`src/shc_pkg.sv`:
```
// constants and types for the host serial configuration port
// What this block does
// - serial input captured on serial clock rise
// - serial output changes on serial clock fall
// - read shifts out the selected register
// - serial output released when transfer completes
// - register reset pin restores all defaults
// - new interrupt drives interrupt pin low
// - cleared interrupt enable keeps interrupt inactive
// - hardware mode reuses serial pins as straps
// - jitter select pins pick fifo or disable in hardware mode
package shc_pkg;

  // ****************************************
  // frame layout: rw bit, address, data
  // ****************************************
  localparam int          SHC_ADDR_BITS   = 7;
  localparam int          SHC_DATA_BITS   = 8;
  localparam logic [4:0]  SHC_HDR_LAST    = 5'h07;
  localparam logic [4:0]  SHC_FRAME_LAST  = 5'h0f;
  localparam int          SHC_SYNC_WIDTH  = 9;

  // ****************************************
  // register offsets, fields, reset values
  // ****************************************
  localparam logic [6:0]  SHC_ADR_CHAN_CTRL = 7'h00;
  localparam logic [6:0]  SHC_ADR_INT_STAT  = 7'h01;
  localparam logic [6:0]  SHC_ADR_CFG_A     = 7'h02;
  localparam logic [6:0]  SHC_ADR_CFG_B     = 7'h03;
  localparam int          SHC_BIT_INT_EN    = 0;
  localparam logic [7:0]  SHC_RST_CHAN_CTRL = 8'h00;
  localparam logic [7:0]  SHC_RST_INT_STAT  = 8'h00;
  localparam logic [7:0]  SHC_RST_CFG_A     = 8'h00;
  localparam logic [7:0]  SHC_RST_CFG_B     = 8'h00;

  // ****************************************
  // types
  // ****************************************
  typedef enum logic [1:0] {
    SHC_FIFO_16,
    SHC_FIFO_32,
    SHC_FIFO_128,
    SHC_FIFO_NONE
  } shc_depth_e;

  typedef struct packed {
    logic       ja_disable;
    shc_depth_e depth;
  } shc_ja_s;

  typedef enum logic [1:0] {
    SHC_ST_IDLE,
    SHC_ST_ADDR,
    SHC_ST_DATA,
    SHC_ST_DONE
  } shc_state_e;

endpackage : shc_pkg

```
`src/shc_port.sv`:
```
// host serial configuration port with hardware-mode strap decode
`timescale 1ns/1ps
module shc_port (
  input  wire logic            i_ref_clk,
  input  wire logic            i_sys_rst,
  input  wire logic            i_host_mode,
  input  wire logic            i_cs_n,
  input  wire logic            i_sclk,
  input  wire logic            i_host_serial_in,
  input  wire logic            i_host_serial_out,
  input  wire logic            i_int_pin,
  input  wire logic            i_reg_rst_n,
  input  wire logic            i_jitter_select_a,
  input  wire logic            i_jitter_select_b,
  input  wire logic [7:0]      i_alarm_event,
  output logic                 o_host_serial_out,
  output logic                 o_host_serial_out_oe,
  output logic                 o_int_n,
  output logic                 o_int_oe,
  output logic [7:0]           o_chan_ctrl,
  output logic [7:0]           o_cfg_a,
  output logic                 o_receive_clock_invert,
  output logic                 o_transmit_clock_invert,
  output logic                 o_receiver_enable_strap,
  output logic                 o_receiver_monitor_strap,
  output logic                 o_mute_on_signal_loss,
  output shc_pkg::shc_ja_s     o_ja_cfg
);

  // ****************************************
  // decode helpers
  // ****************************************
  function automatic shc_pkg::shc_ja_s ja_decode(input logic [1:0] sel);
    shc_pkg::shc_ja_s res;
    res.depth      = shc_pkg::shc_depth_e'(sel);
    res.ja_disable = (sel == 2'h3);
    return res;
  endfunction : ja_decode

  logic [7:0] chan_ctrl;
  logic [7:0] int_stat;
  logic [7:0] cfg_a;
  logic [7:0] cfg_b;

  function automatic logic [7:0] read_reg(input logic [6:0] adr);
    case (adr)
      shc_pkg::SHC_ADR_CHAN_CTRL: read_reg = chan_ctrl;
      shc_pkg::SHC_ADR_INT_STAT:  read_reg = int_stat;
      shc_pkg::SHC_ADR_CFG_A:     read_reg = cfg_a;
      shc_pkg::SHC_ADR_CFG_B:     read_reg = cfg_b;
      default:                    read_reg = 8'h00;
    endcase
  endfunction : read_reg

  // ****************************************
  // pin synchronisation and edge finding
  // ****************************************
  logic [8:0] pins_s;
  logic       cs_s;
  logic       sclk_s;
  logic       sdi_s;
  logic       sdo_pin_s;
  logic       int_pin_s;
  logic       rst_n_s;
  logic       host_s;
  logic [1:0] ja_s;
  logic       sclk_q;
  logic       rise;
  logic       fall;
  logic       reg_rst;

  shc_sync #(
    .WIDTH (shc_pkg::SHC_SYNC_WIDTH)
  ) u_sync (
    .i_ref_clk (i_ref_clk),
    .i_sys_rst (i_sys_rst),
    .i_async   ({i_host_mode, i_cs_n, i_sclk, i_host_serial_in, i_host_serial_out,
                 i_int_pin, i_reg_rst_n, i_jitter_select_a, i_jitter_select_b}),
    .o_sync    (pins_s)
  );

  assign {host_s, cs_s, sclk_s, sdi_s, sdo_pin_s, int_pin_s, rst_n_s} = pins_s[8:2];
  assign ja_s    = pins_s[1:0];
  assign rise    = sclk_s & ~sclk_q;
  assign fall    = ~sclk_s & sclk_q;
  assign reg_rst = ~rst_n_s;

  always_ff @(posedge i_ref_clk) begin
    if (i_sys_rst) begin
      sclk_q <= 1'b0;
    end else begin
      sclk_q <= sclk_s;
    end
  end

  // ****************************************
  // serial transfer engine
  // ****************************************
  shc_pkg::shc_state_e state;
  logic [4:0]          cnt;
  logic [15:0]         shift_in;
  logic [7:0]          shift_out;
  logic                is_read;
  logic [6:0]          rd_addr;
  logic                wr_fire;
  logic [6:0]          wr_addr;
  logic [7:0]          wr_data;
  logic [7:0]          rd_word;

  assign rd_addr = {shift_in[5:0], sdi_s};
  assign wr_addr = shift_in[13:7];
  assign wr_data = {shift_in[6:0], sdi_s};
  assign rd_word = read_reg(rd_addr);
  assign wr_fire = (state == shc_pkg::SHC_ST_DATA) && rise && !is_read && !cs_s && host_s
                   && !reg_rst && (cnt == shc_pkg::SHC_FRAME_LAST);

  always_ff @(posedge i_ref_clk) begin
    if (i_sys_rst || reg_rst || !host_s || cs_s) begin
      state                <= shc_pkg::SHC_ST_IDLE;
      cnt                  <= 5'h00;
      is_read              <= 1'b0;
      shift_in             <= 16'h0000;
      shift_out            <= 8'h00;
      // data bit held on abort so it only moves on a fall; oe alone frees the pin
      o_host_serial_out    <= i_sys_rst ? 1'b0 : o_host_serial_out;
      o_host_serial_out_oe <= 1'b0;
    end else begin
      if (rise && state != shc_pkg::SHC_ST_DONE) begin
        shift_in <= {shift_in[14:0], sdi_s};
        cnt      <= cnt + 5'h01;
      end
      case (state)
        shc_pkg::SHC_ST_IDLE: begin
          if (rise) begin
            is_read <= sdi_s;
            state   <= shc_pkg::SHC_ST_ADDR;
          end
        end
        shc_pkg::SHC_ST_ADDR: begin
          if (rise && cnt == shc_pkg::SHC_HDR_LAST) begin
            shift_out <= read_reg(rd_addr);
            state     <= shc_pkg::SHC_ST_DATA;
          end
        end
        shc_pkg::SHC_ST_DATA: begin
          if (fall && is_read) begin
            o_host_serial_out    <= shift_out[7];
            shift_out            <= {shift_out[6:0], 1'b0};
            o_host_serial_out_oe <= 1'b1;
          end
          // release once the last bit is taken
          if (rise && cnt == shc_pkg::SHC_FRAME_LAST) begin
            o_host_serial_out_oe <= 1'b0;
            state                <= shc_pkg::SHC_ST_DONE;
          end
        end
        shc_pkg::SHC_ST_DONE: begin
          state <= shc_pkg::SHC_ST_DONE;
        end
        default: begin
          state <= shc_pkg::SHC_ST_IDLE;
        end
      endcase
    end
  end

  // ****************************************
  // command registers
  // ****************************************
  always_ff @(posedge i_ref_clk) begin
    if (i_sys_rst || reg_rst) begin
      chan_ctrl <= shc_pkg::SHC_RST_CHAN_CTRL;
      cfg_a     <= shc_pkg::SHC_RST_CFG_A;
      cfg_b     <= shc_pkg::SHC_RST_CFG_B;
    end else if (wr_fire) begin
      case (wr_addr)
        shc_pkg::SHC_ADR_CHAN_CTRL: chan_ctrl <= wr_data;
        shc_pkg::SHC_ADR_CFG_A:     cfg_a     <= wr_data;
        shc_pkg::SHC_ADR_CFG_B:     cfg_b     <= wr_data;
        default:                    chan_ctrl <= chan_ctrl;
      endcase
    end
  end

  // sticky status: an event in the clearing cycle survives
  always_ff @(posedge i_ref_clk) begin
    if (i_sys_rst || reg_rst) begin
      int_stat <= shc_pkg::SHC_RST_INT_STAT;
    end else if (wr_fire && wr_addr == shc_pkg::SHC_ADR_INT_STAT) begin
      int_stat <= (int_stat & ~wr_data) | i_alarm_event;
    end else begin
      int_stat <= int_stat | i_alarm_event;
    end
  end

  // ****************************************
  // interrupt pin and hardware-mode straps
  // ****************************************
  logic int_req;

  assign int_req = (|int_stat) & chan_ctrl[shc_pkg::SHC_BIT_INT_EN];

  always_ff @(posedge i_ref_clk) begin
    if (i_sys_rst) begin
      o_int_n                  <= 1'b1;
      o_int_oe                 <= 1'b0;
      o_chan_ctrl              <= shc_pkg::SHC_RST_CHAN_CTRL;
      o_cfg_a                  <= shc_pkg::SHC_RST_CFG_A;
      o_receive_clock_invert   <= 1'b0;
      o_transmit_clock_invert  <= 1'b0;
      o_receiver_enable_strap  <= 1'b0;
      o_receiver_monitor_strap <= 1'b0;
      o_mute_on_signal_loss    <= 1'b0;
      o_ja_cfg                 <= ja_decode(2'h0);
    end else begin
      // new interrupt pulls the pin low
      o_int_n                  <= ~(int_req & host_s);
      o_int_oe                 <= host_s;
      o_chan_ctrl              <= chan_ctrl;
      o_cfg_a                  <= cfg_a;
      o_receive_clock_invert   <= ~host_s & cs_s;
      o_transmit_clock_invert  <= ~host_s & sclk_s;
      o_receiver_enable_strap  <= ~host_s & sdi_s;
      o_receiver_monitor_strap <= ~host_s & sdo_pin_s;
      o_mute_on_signal_loss    <= ~host_s & int_pin_s;
      // strap pins choose the fifo in hardware mode
      o_ja_cfg                 <= host_s ? ja_decode(cfg_b[1:0]) : ja_decode(ja_s);
    end
  end
endmodule : shc_port

```
`src/shc_sync.sv`:
```
// two-flop synchroniser for pins from outside the clock domain
`timescale 1ns/1ps
module shc_sync #(
  parameter int WIDTH = 1
) (
  input  wire logic             i_ref_clk,
  input  wire logic             i_sys_rst,
  input  wire logic [WIDTH-1:0] i_async,
  output logic      [WIDTH-1:0] o_sync
);

  logic [WIDTH-1:0] stage1;

  // first stage feeds only the second stage
  always_ff @(posedge i_ref_clk) begin
    if (i_sys_rst) begin
      stage1 <= '0;
      o_sync <= '0;
    end else begin
      stage1 <= i_async;
      o_sync <= stage1;
    end
  end

endmodule : shc_sync
```
`config.mk`:
```
export PLATFORM = sky130hd
export DESIGN_NAME = shc_port
export DESIGN_NICKNAME = d
export VERILOG_FILES = /design/src/shc_pkg.sv /design/src/shc_port.sv /design/src/shc_sync.sv
export SDC_FILE = /design/constraint.sdc
export NUM_CORES = 1
export LEC_CHECK = 0
export BUFFER_PORTS_ARGS = -buffer_cell sky130_fd_sc_hd__buf_2
export CAP_MARGIN = 25
export CORE_MARGIN = 2
export CORE_UTILIZATION = 40
export DETAILED_ROUTE_END_ITERATION = 8
export MAX_ROUTING_LAYER = met4
export PLACE_DENSITY = 0.59
export SKIP_CTS_REPAIR_TIMING = 1
export SLEW_MARGIN = 20
export SYNTH_ARGS = -nofsm -noshare
export SYNTH_HDL_FRONTEND = slang
export SYNTH_SLANG_ARGS = --single-unit
```
`constraint.sdc`:
```
create_clock -name i_ref_clk -period 4.35 [get_ports i_ref_clk]
set_input_delay 0.2175 -clock i_ref_clk [delete_from_list [all_inputs] [get_ports i_ref_clk]]
set_output_delay 0.2175 -clock i_ref_clk [all_outputs]
set_load 0.02 [all_outputs]
```
# After elaboration in Yosys (flattened, before gate mapping)
# Cells that the tools add are included.
totals:
  memories: 0
  input_bits: 19
  mem_bits_ro: 0
  word_cells: 112
  ramBits: 0
  latch_bits: 0
  out_inout_bits: 28
  reg_bits: 109
classes:
  multipliers: 0
  div_mod_pow: 0
  n_addsub: 1
  shifts: 0
  n_mux: 16
  n_eq_ne: 19
  reduce_logical: 33
  bitwise_logic: 18
  n_lt_le_gt_ge: 0
op_table:
  columns: ["operator", "n"]
  rows:
  - ["case mux 8 bit (4 select lines)", 1]
  - ["equality test 7 x 2 -> 1 bit (second input constant)", 4]
  - ["two-way mux 8 bit", 3]
  - ["bitwise OR 8 bit", 2]
  - ["case mux 8 bit (2 select lines)", 1]
  - ["equality test 7 x 1 -> 1 bit (second input constant)", 2]
  - ["zero test 7 bit", 2]
  - ["logical AND 1 bit", 11]
  - ["AND reduction 2 bit", 5]
  - ["AND 1 bit", 9]
  - ["AND reduction 3 bit", 3]
  - ["AND 8 bit", 1]
  - ["equality test 2 bit (second input constant)", 4]
  - ["!= test 2 bit (second input constant)", 4]
  - ["NOT 8 bit", 1]
  - ["case mux 2 bit (4 select lines)", 1]
  - ["nonzero test 2 bit", 4]
  - ["OR reduction 8 bit", 1]
  - ["two-way mux 1 bit", 6]
  - ["two-way mux 2 bit", 3]
  - ["adder 5 x 1 -> 5 bit (second input constant)", 1]
  - ["equality test 5 x 3 -> 1 bit (second input constant)", 1]
  - ["equality test 5 x 4 -> 1 bit (second input constant)", 1]
  - ["NOT 1 bit", 5]
  - ["6 further kinds", 11]

# Logic depth before layout (Yosys ltp)
# Gate-level depths: netlist (run 1).
depth:
  word_depth: 10
  ltp_mapped: 7
  ltp_nobuf: 7

# Cells and area by module
# A second synthesis (run 1) with hierarchy kept.
hier_totals:
  hier_cells: 390
  hier_area_um2: 4055.1
by_module_without_submodules:
  columns: ["mod", "seq_area_each_um2", "area_per_inst_um2", "cells_each", "n_inst"]
  rows:
  - ["shc_port", 1831.8, 3565.9, 353, 1]
  - ["shc_sync", 360.3, 489.2, 37, 1]

# Worst setup path after synthesis (run 1)
# OpenSTA, ideal clock, no wires.
synth_path:
  path_kind: "reg-to-reg"
  start: "register cnt[0]"
  end: "register cfg_a[0]"
  t_required_ns: 4.222
  path_stages_with_launch: 8
  path_buffers: 0
  t_arrival_ns: 1.640
  setup_time_ns: 0.128
  path_slack_ns: 2.582
  synth_period_minus_slack_ns: 1.768
  path_cell_list: "dfxtp_1 -> ha_1 -> and3_1 -> ha_1 -> and4b_1 -> nand4_4 -> mux2i_1 -> nor2_1"
synth_via:
  elab_chain_len: 3
synth_rtl:
  columns: ["element", "line", "rtl"]
  rows:
  - ["start, declared", "shc_port.sv:100", "logic [4:0] cnt;"]
  - ["start signal, assigned", "shc_port.sv:130", "cnt <= cnt + 5'h01;"]
  - ["equality test 5 x 4 -> 1 bit", "shc_port.sv:115", "&& !reg_rst && (cnt == shc_pkg::SHC_FRAME_LAST);"]
  - ["logical AND 1 bit", "shc_port.sv:115", null]
  - ["AND reduction 2 bit (no source line)", null, null]
  - ["end signal, assigned", "shc_port.sv:173", "cfg_a <= shc_pkg::SHC_RST_CFG_A;"]
  - ["end signal, assigned", "shc_port.sv:178", "shc_pkg::SHC_ADR_CFG_A: cfg_a <= wr_data;"]
  - ["end, declared", "shc_port.sv:42", "logic [7:0] cfg_a;"]
# No other way between the ends.
# A chain may end at the register's enable or synchronous reset.

# Worst setup path in the final report (run 1)
layout_path:
  start: "register state[0]"
  end: "register shift_out[3]"
layout_via:
  elab_chain_len: 3
  elab_cells_between_ends: 7
  cone_classes: "eq/ne: 4; mux: 1; reduce/logical: 2"
layout_rtl:
  columns: ["element", "line", "rtl"]
  rows:
  - ["start, declared", "shc_port.sv:99", "shc_pkg::shc_state_e state;"]
  - ["start signal, assigned", "shc_port.sv:119", "state <= shc_pkg::SHC_ST_IDLE;"]
  - ["start signal, assigned", "shc_port.sv:136", "state <= shc_pkg::SHC_ST_ADDR;"]
  - ["start signal, assigned", "shc_port.sv:142", "state <= shc_pkg::SHC_ST_DATA;"]
  - ["equality test 2 bit / equality test 2 x 1 -> 1 bit (equally long branches)", "shc_port.sv:132", "case (state)"]
  - ["!= test 2 x 1 -> 1 bit (no source line), or another cell as far along", null, null]
  - ["AND reduction 3 bit (no source line)", null, null]
  - ["end signal, assigned", "shc_port.sv:141", "shift_out <= read_reg(rd_addr);"]
  - ["end signal, assigned", "shc_port.sv:148", "shift_out <= {shift_out[6:0], 1'b0};"]
  - ["end, declared", "shc_port.sv:102", "logic [7:0] shift_out;"]
# Several ways; a longest one is shown, not always the timed one.

==> results of run 1 <==
worst min-delay path by stage:
stage	to	start	cells past startpoint
2_1_floorplan	u_sync.stage1[0]$_SDFF_PP0_	i_jitter_select_b	1
3_3_place_gp	o_receiver_monitor_strap$_SDFF_PP0_	u_sync.o_sync[4]$_SDFF_PP0_	1
3_5_place_dp	o_receiver_monitor_strap$_SDFF_PP0_	u_sync.o_sync[4]$_SDFF_PP0_	1
4_1_cts	u_sync.stage1[3]$_SDFF_PP0_	i_int_pin	2
5_1_grt	u_sync.stage1[1]$_SDFF_PP0_	i_jitter_select_a	2
6_report	u_sync.stage1[4]$_SDFF_PP0_	i_host_serial_out	2
report_power, final:
| group | total [mW] | internal [mW] | leakage (nW) | switching, mW |
|---|---|---|---|---|
| sequential | 1.02 | 1.01 | 0.884 | 0.00812 |
| clock | 0.566 | 0.220 | 0.0905 | 0.346 |
| combinational | 0.0456 | 0.0190 | 0.844 | 0.0266 |
| total | 1.63 | 1.25 | 1.82 | 0.381 |
state kept, by name, indices dropped and copies added (netlist names), 2 cells and up:
signal	count
state	2
shift_in	14
int_stat	8
cfg_a	8
o_chan_ctrl	8
cnt	5
chan_ctrl	8
o_cfg_a	8
u_sync.stage1	9
u_sync.o_sync	9
cfg_b	8
shift_out	8
o_ja_cfg	3
critical path: stages, from the launching register on:
cell	delay [ns]
dfxtp_1	0.73
nor3b_1	0.25
nand4_1	0.42
or4_4	0.68
o21ai_1	0.16
cells in the mapped netlist, types with 3 or more instances:
| cell type | n | share of area |
|---|---|---|
| dfxtp_1 | 108 | 0.52 |
| nand2_1 | 42 | 0.038 |
| nor2_1 | 38 | 0.035 |
| nor2b_1 | 38 | 0.058 |
| mux2i_1 | 27 | 0.065 |
| a21oi_1 | 18 | 0.022 |
| inv_1 | 16 | 0.015 |
| o21ai_0 | 15 | 0.018 |
| clkbuf_1 | 13 | 0.012 |
| nand2b_1 | 10 | 0.015 |
| a31oi_1 | 8 | 0.012 |
| mux4_2 | 8 | 0.044 |
| a32oi_1 | 7 | 0.015 |
| o21ai_1 | 7 | 0.0085 |
| buf_2 | 6 | 0.0073 |
| nor3_1 | 5 | 0.0061 |
| and2_1 | 4 | 0.0061 |
| nand3_1 | 4 | 0.0048 |
| clkinv_1 | 3 | 0.0027 |
| nand4_4 | 3 | 0.015 |
| nor4_1 | 3 | 0.0045 |
per-stage QoR:
stage          setup slack [ns]  cell area, µm²   util
2_1_floorplan              2.58            4130      -
5_1_grt                    1.82            4630  0.455
6_report                   2.04            4630  0.455
4_1_cts                    2.05            4630  0.455
3_3_place_gp               2.14            4450  0.436
3_5_place_dp               2.08            4450  0.436
cells by family after synthesis:
kind of cell | synth area share
flip-flops | 0.531
XOR/XNOR | 0.00636
AND/OR/NAND/NOR | 0.224
buffers and inverters | 0.0400
adder cells (fa/ha/maj) | 0.00606
multiplexers | 0.109
AO/OA/AOI/OAI | 0.0839
per-layer routing:
layer | up-vias | GRT usage | part of all wire
met4 | 0 | 0.0733 | 0.026
met1 | 1370 | 0.216 | 0.50
met2 | 51 | 0.233 | 0.45
li1 | 1483 | - | -
met5 | - | - | 0
met3 | 15 | 0.0241 | 0.028
area by class of cell:
| type | count | area, µm² | area share |
|---|---|---|---|
| Sequential cell | 109 | 2190 | 0.474 |
| Multi-Input combinational cell | 264 | 1770 | 0.383 |
| Timing Repair Buffer | 47 | 238 | 0.0514 |
| Tap cell | 136 | 170 | 0.0368 |
| Clock buffer | 10 | 128 | 0.0276 |
| Inverter | 19 | 71.3 | 0.0154 |
| Clock inverter | 6 | 56.3 | 0.0122 |
==> impl_metrics.csv, run 1 <==
group,metric,value,unit
run_status,status,"finished, final reports clean",
power,peakVddDrop,0.165,mV
cells_and_area,layout_commonest_cell,"dfxtp_1",
floorplan,die_area,11200,µm²
critical_path,crit_path_max_fanout,23,
floorplan,core_area,10200,µm²
cells_and_area,diodes,0,
power,powerDensity,352,nW/µm²
critical_path,worstSetupStartpoint,"state[0]$_SDFFE_PP0P_",
cells_and_area,drive_gt1_frac,0.171,
yosys,synth_area,4130,µm²
cells_and_area,syn2layout_area_growth,12.1,%
critical_path,cp.arrival,2.61,ns
global_routing,grt_pass1_vias,2719,
cts,clock_latency,0.36,ns
floorplan,die_w,106,µm
critical_path,reg2reg_from,"state[0]$_SDFFE_PP0P_",
timing,finalHoldViolCount,0,
critical_path,ff2ff_setup_slack,2.04,ns
cts,clock-sinks,109,
global_routing,antenna_found_initial,0,
critical_path,critPathKind,"reg -> reg",
cts,tritoncts,"yes",
cells_and_area,layout.cells.most_common_list,"dfxtp_1 (108), buf_2 (46), nand2_1 (42), nor2_1 (38), nor2b_1 (38)",
cts,cts.root.buffer_cell,"clkbuf_8",
yosys,netlist_instances,413,
floorplan,io_pins,47,
power,leakage,1.82,nW
global_routing,grt_first_pass_wirelength,13600,µm
floorplan,rows,37,
timing,period_needed,2.31,ns
yosys,avgSynthCellArea,10.0,µm²
global_routing,grt.overflow.total,0,
timing,max_freq,0.433,GHz
cts,htreeDepth,3,
critical_path,required,4.65,ns
timing,fin_skew,0.0125,ns
timing,fin_setup_tns,0,ns
timing,slew_violations,0,
timing,rsz0062_at_grt,"no",
placement,numPortBuffers,46,
yosys,synth_ff_type,"dfxtp_1",
critical_path,cp-endpoint,"shift_out[3]$_SDFFE_PP0P_",
yosys,yosysWarnings,0,
yosys,ys_types,45,
timing,period_share,0.531,
cts,max-clock-path-buffers,2,
yosys,synthArstFlopShare,0,
critical_path,endpoint_kind,"flop",
floorplan,die_y,106,µm
placement,gp_congestion,0.793,
cts,clk_pin_slew_worst_paths,0.11,ns
cells_and_area,fill_cells,1033,
yosys,ys_seq_area_frac,0.531,
placement,dp.cells,575,
timing,setup_viol,0,
critical_path,r2r_cells,4,
cts,cts_made_buffers,9,
yosys,synth_nets,434,
drt,antenna_left,0,
timing,max-slew-margin-rel,0.351,
timing,worst_hold_slack,0.0506,ns
global_routing,grt_max_degree,46,
min_path,hp-class,"in -> reg",
drt,firstDrtPassIters,4,
drt,vias_per_cell,4.94,
cells_and_area,num-nets-final,471,
placement,place_hpwl,5650,µm
drt,drc,0,
critical_path,r2r_end,"shift_out[3]$_SDFFE_PP0P_",
flow_run,cap_viol_max_count,0,
yosys,synth_edf_count,1,
power,totalPowerFinal,1.63,mW
timing,worst_pin_slew,0.974,ns
cells_and_area,layoutNonFillerInstCount,591,
global_routing,track_usage,0.159,
floorplan,start_util,0.406,
yosys,synth_seq_cells,109,
drt,drt-total-wl,8220,µm
drt,drt_iter0_markers,202,
drt,routedWlPerCell,13.9,µm
critical_path,start_kind,"flop",
drt,vias,2919,
Power figures use the tool's default switching activity.
==> inputs of run 2 (changes only) <==
Clock period 4.35 ns to 2.33 ns, I/O delays scaled along.
==> impl_metrics.csv, run 2 (synthesized netlist as in run 1, its figures left out) <==
group,metric,value,unit
timing,rsz0062_at_grt,"no",
timing,period_needed,2.04,ns
timing,worst_hold_slack,-0.000153,ns
min_path,hp-class,"in -> reg",
floorplan,die_w,106,µm
critical_path,r2r_end,"cfg_a[3]$_SDFFE_PP0P_",
global_routing,grt.overflow.total,0,
drt,vias_per_cell,4.94,
timing,setup_viol,0,
placement,place_hpwl,5940,µm
timing,slew_violations,0,
critical_path,start_kind,"flop",
timing,fin_skew,0.0149,ns
drt,routedWlPerCell,14.2,µm
cells_and_area,largest_register_ffs,14,
cells_and_area,drive_gt1_frac,0.182,
cts,clock_latency,0.37,ns
power,peakVddDrop,0.447,mV
floorplan,die_y,106,µm
run_status,status,"finished with violations",
floorplan,die_area,11200,µm²
global_routing,track_usage,0.166,
cells_and_area,multi_input_area,1770,µm²
drt,antenna_left,0,
global_routing,grt_first_pass_wirelength,14300,µm
drt,drt_iter0_markers,120,
cells_and_area,layout.cells.most_common_list,"dfxtp_1 (108), buf_2 (46), nand2_1 (42), nor2_1 (38), nor2b_1 (38)",
critical_path,cp.arrival,2.31,ns
floorplan,io_pins,47,
drt,drc,0,
power,leakage,1.91,nW
cells_and_area,fill_cells,958,
cts,htreeDepth,3,
global_routing,antenna_found_initial,0,
cells_and_area,num-nets-final,489,
cts,cts_made_buffers,9,
placement,numPortBuffers,46,
run_status,violations,"hold timing",
timing,max_freq,0.489,GHz
timing,max-slew-margin-rel,0.466,
power,totalPowerFinal,3.10,mW
timing,worst_pin_slew,0.801,ns
critical_path,endpoint_kind,"flop",
critical_path,ff2ff_setup_slack,0.29,ns
cts,tritoncts,"yes",
cells_and_area,syn2layout_area_growth,16.2,%
min_path,hp-start,"i_alarm_event[5]",
placement,gp_congestion,0.806,
global_routing,grt_max_degree,44,
drt,vias,3009,
floorplan,core_area,10200,µm²
drt,firstDrtPassIters,4,
cts,clock-sinks,109,
critical_path,reg2reg_from,"cnt[0]$_SDFFE_PP0P_",
cells_and_area,layout_commonest_cell,"dfxtp_1",
critical_path,required,2.59,ns
timing,finalHoldViolCount,1,
drt,drt-total-wl,8670,µm
critical_path,critPathKind,"reg -> reg",
flow_run,cap_viol_max_count,0,
timing,period_share,0.877,
cts,cts.root.buffer_cell,"clkbuf_8",
min_path,hold_depth,3,
cts,clk_pin_slew_worst_paths,0.11,ns
global_routing,grt_pass1_vias,2818,
cells_and_area,largest-register,"shift_in",
cells_and_area,diodes,0,
power,powerDensity,646,nW/µm²
cells_and_area,reg.largest.list,"shift_in: 14 flops, u_sync.o_sync: 9 flops, u_sync.stage1: 9 flops",
critical_path,crit_path_max_fanout,8,
cts,max-clock-path-buffers,2,
min_path,holdPathEnd,"int_stat[5]$_SDFF_PP0_",
critical_path,r2r_cells,7,
floorplan,start_util,0.406,
floorplan,rows,37,
cells_and_area,seqCellArea,2190,µm²
timing,fin_setup_tns,0,ns
cells_and_area,final_core_util,0.471,
[run 2: stage by stage]
| stage | hold slack [ns] | setup WS [ns] | area [µm²] | instances |
|---|---|---|---|---|
| detailed placement | 0.332 | 0.315 | 4500 | 582 |
| finish | -0.000153 | 0.287 | 4800 | 609 |
| CTS | -0.0660 | 0.282 | 4690 | 598 |
| floorplan | 0.245 | 0.562 | 4130 | 413 |
| global placement | 0.323 | 0.383 | 4500 | 582 |
| global route | 0.00234 | 0.102 | 4800 | 609 |
[run 2: final cells by class]
cell class | count | share of cell area
flip-flops and latches | 109 | 0.456
multi-input cells | 264 | 0.369
repair buffers | 65 | 0.0834
well taps | 136 | 0.0354
clock buffers | 10 | 0.0287
inverters | 19 | 0.0149
clock inverters | 6 | 0.0117
[run 2: worst max-delay path, cell delays in order (launching register included)]
cell and delay, ns:
dfxtp_1 0.38, ha_1 0.20, and3_1 0.17, ha_1 0.18, and4b_1 0.39, nand4_4 0.30, mux2i_1 0.26, nor2_1 0.06
[run 2: how the worst max path moves through the flow]
stage,from,to,slack [ns]
after floorplan,cnt[0]$_SDFFE_PP0P_,cfg_a[0]$_SDFFE_PP0P_,0.56
after global placement,cnt[0]$_SDFFE_PP0P_,cfg_b[2]$_SDFFE_PP0P_,0.38
after detailed placement,cnt[0]$_SDFFE_PP0P_,cfg_a[6]$_SDFFE_PP0P_,0.32
after CTS,cnt[0]$_SDFFE_PP0P_,cfg_a[3]$_SDFFE_PP0P_,0.28
after global routing,cnt[0]$_SDFFE_PP0P_,cfg_b[4]$_SDFFE_PP0P_,0.10
final,cnt[0]$_SDFFE_PP0P_,cfg_a[3]$_SDFFE_PP0P_,0.29
[run 2: layer usage]
metal,track usage,routed length [µm],vias up
li1,-,-,1515
met1,0.221,4170,1420
met2,0.254,4000,61
met3,0.0353,343,13
met4,0.0536,152,0
met5,-,0,-
[run 2: report_power, final]
group | internal, mW | switching, mW
combinational | 0.0498 | 0.0562
sequential | 1.89 | 0.0114
clock | 0.437 | 0.659
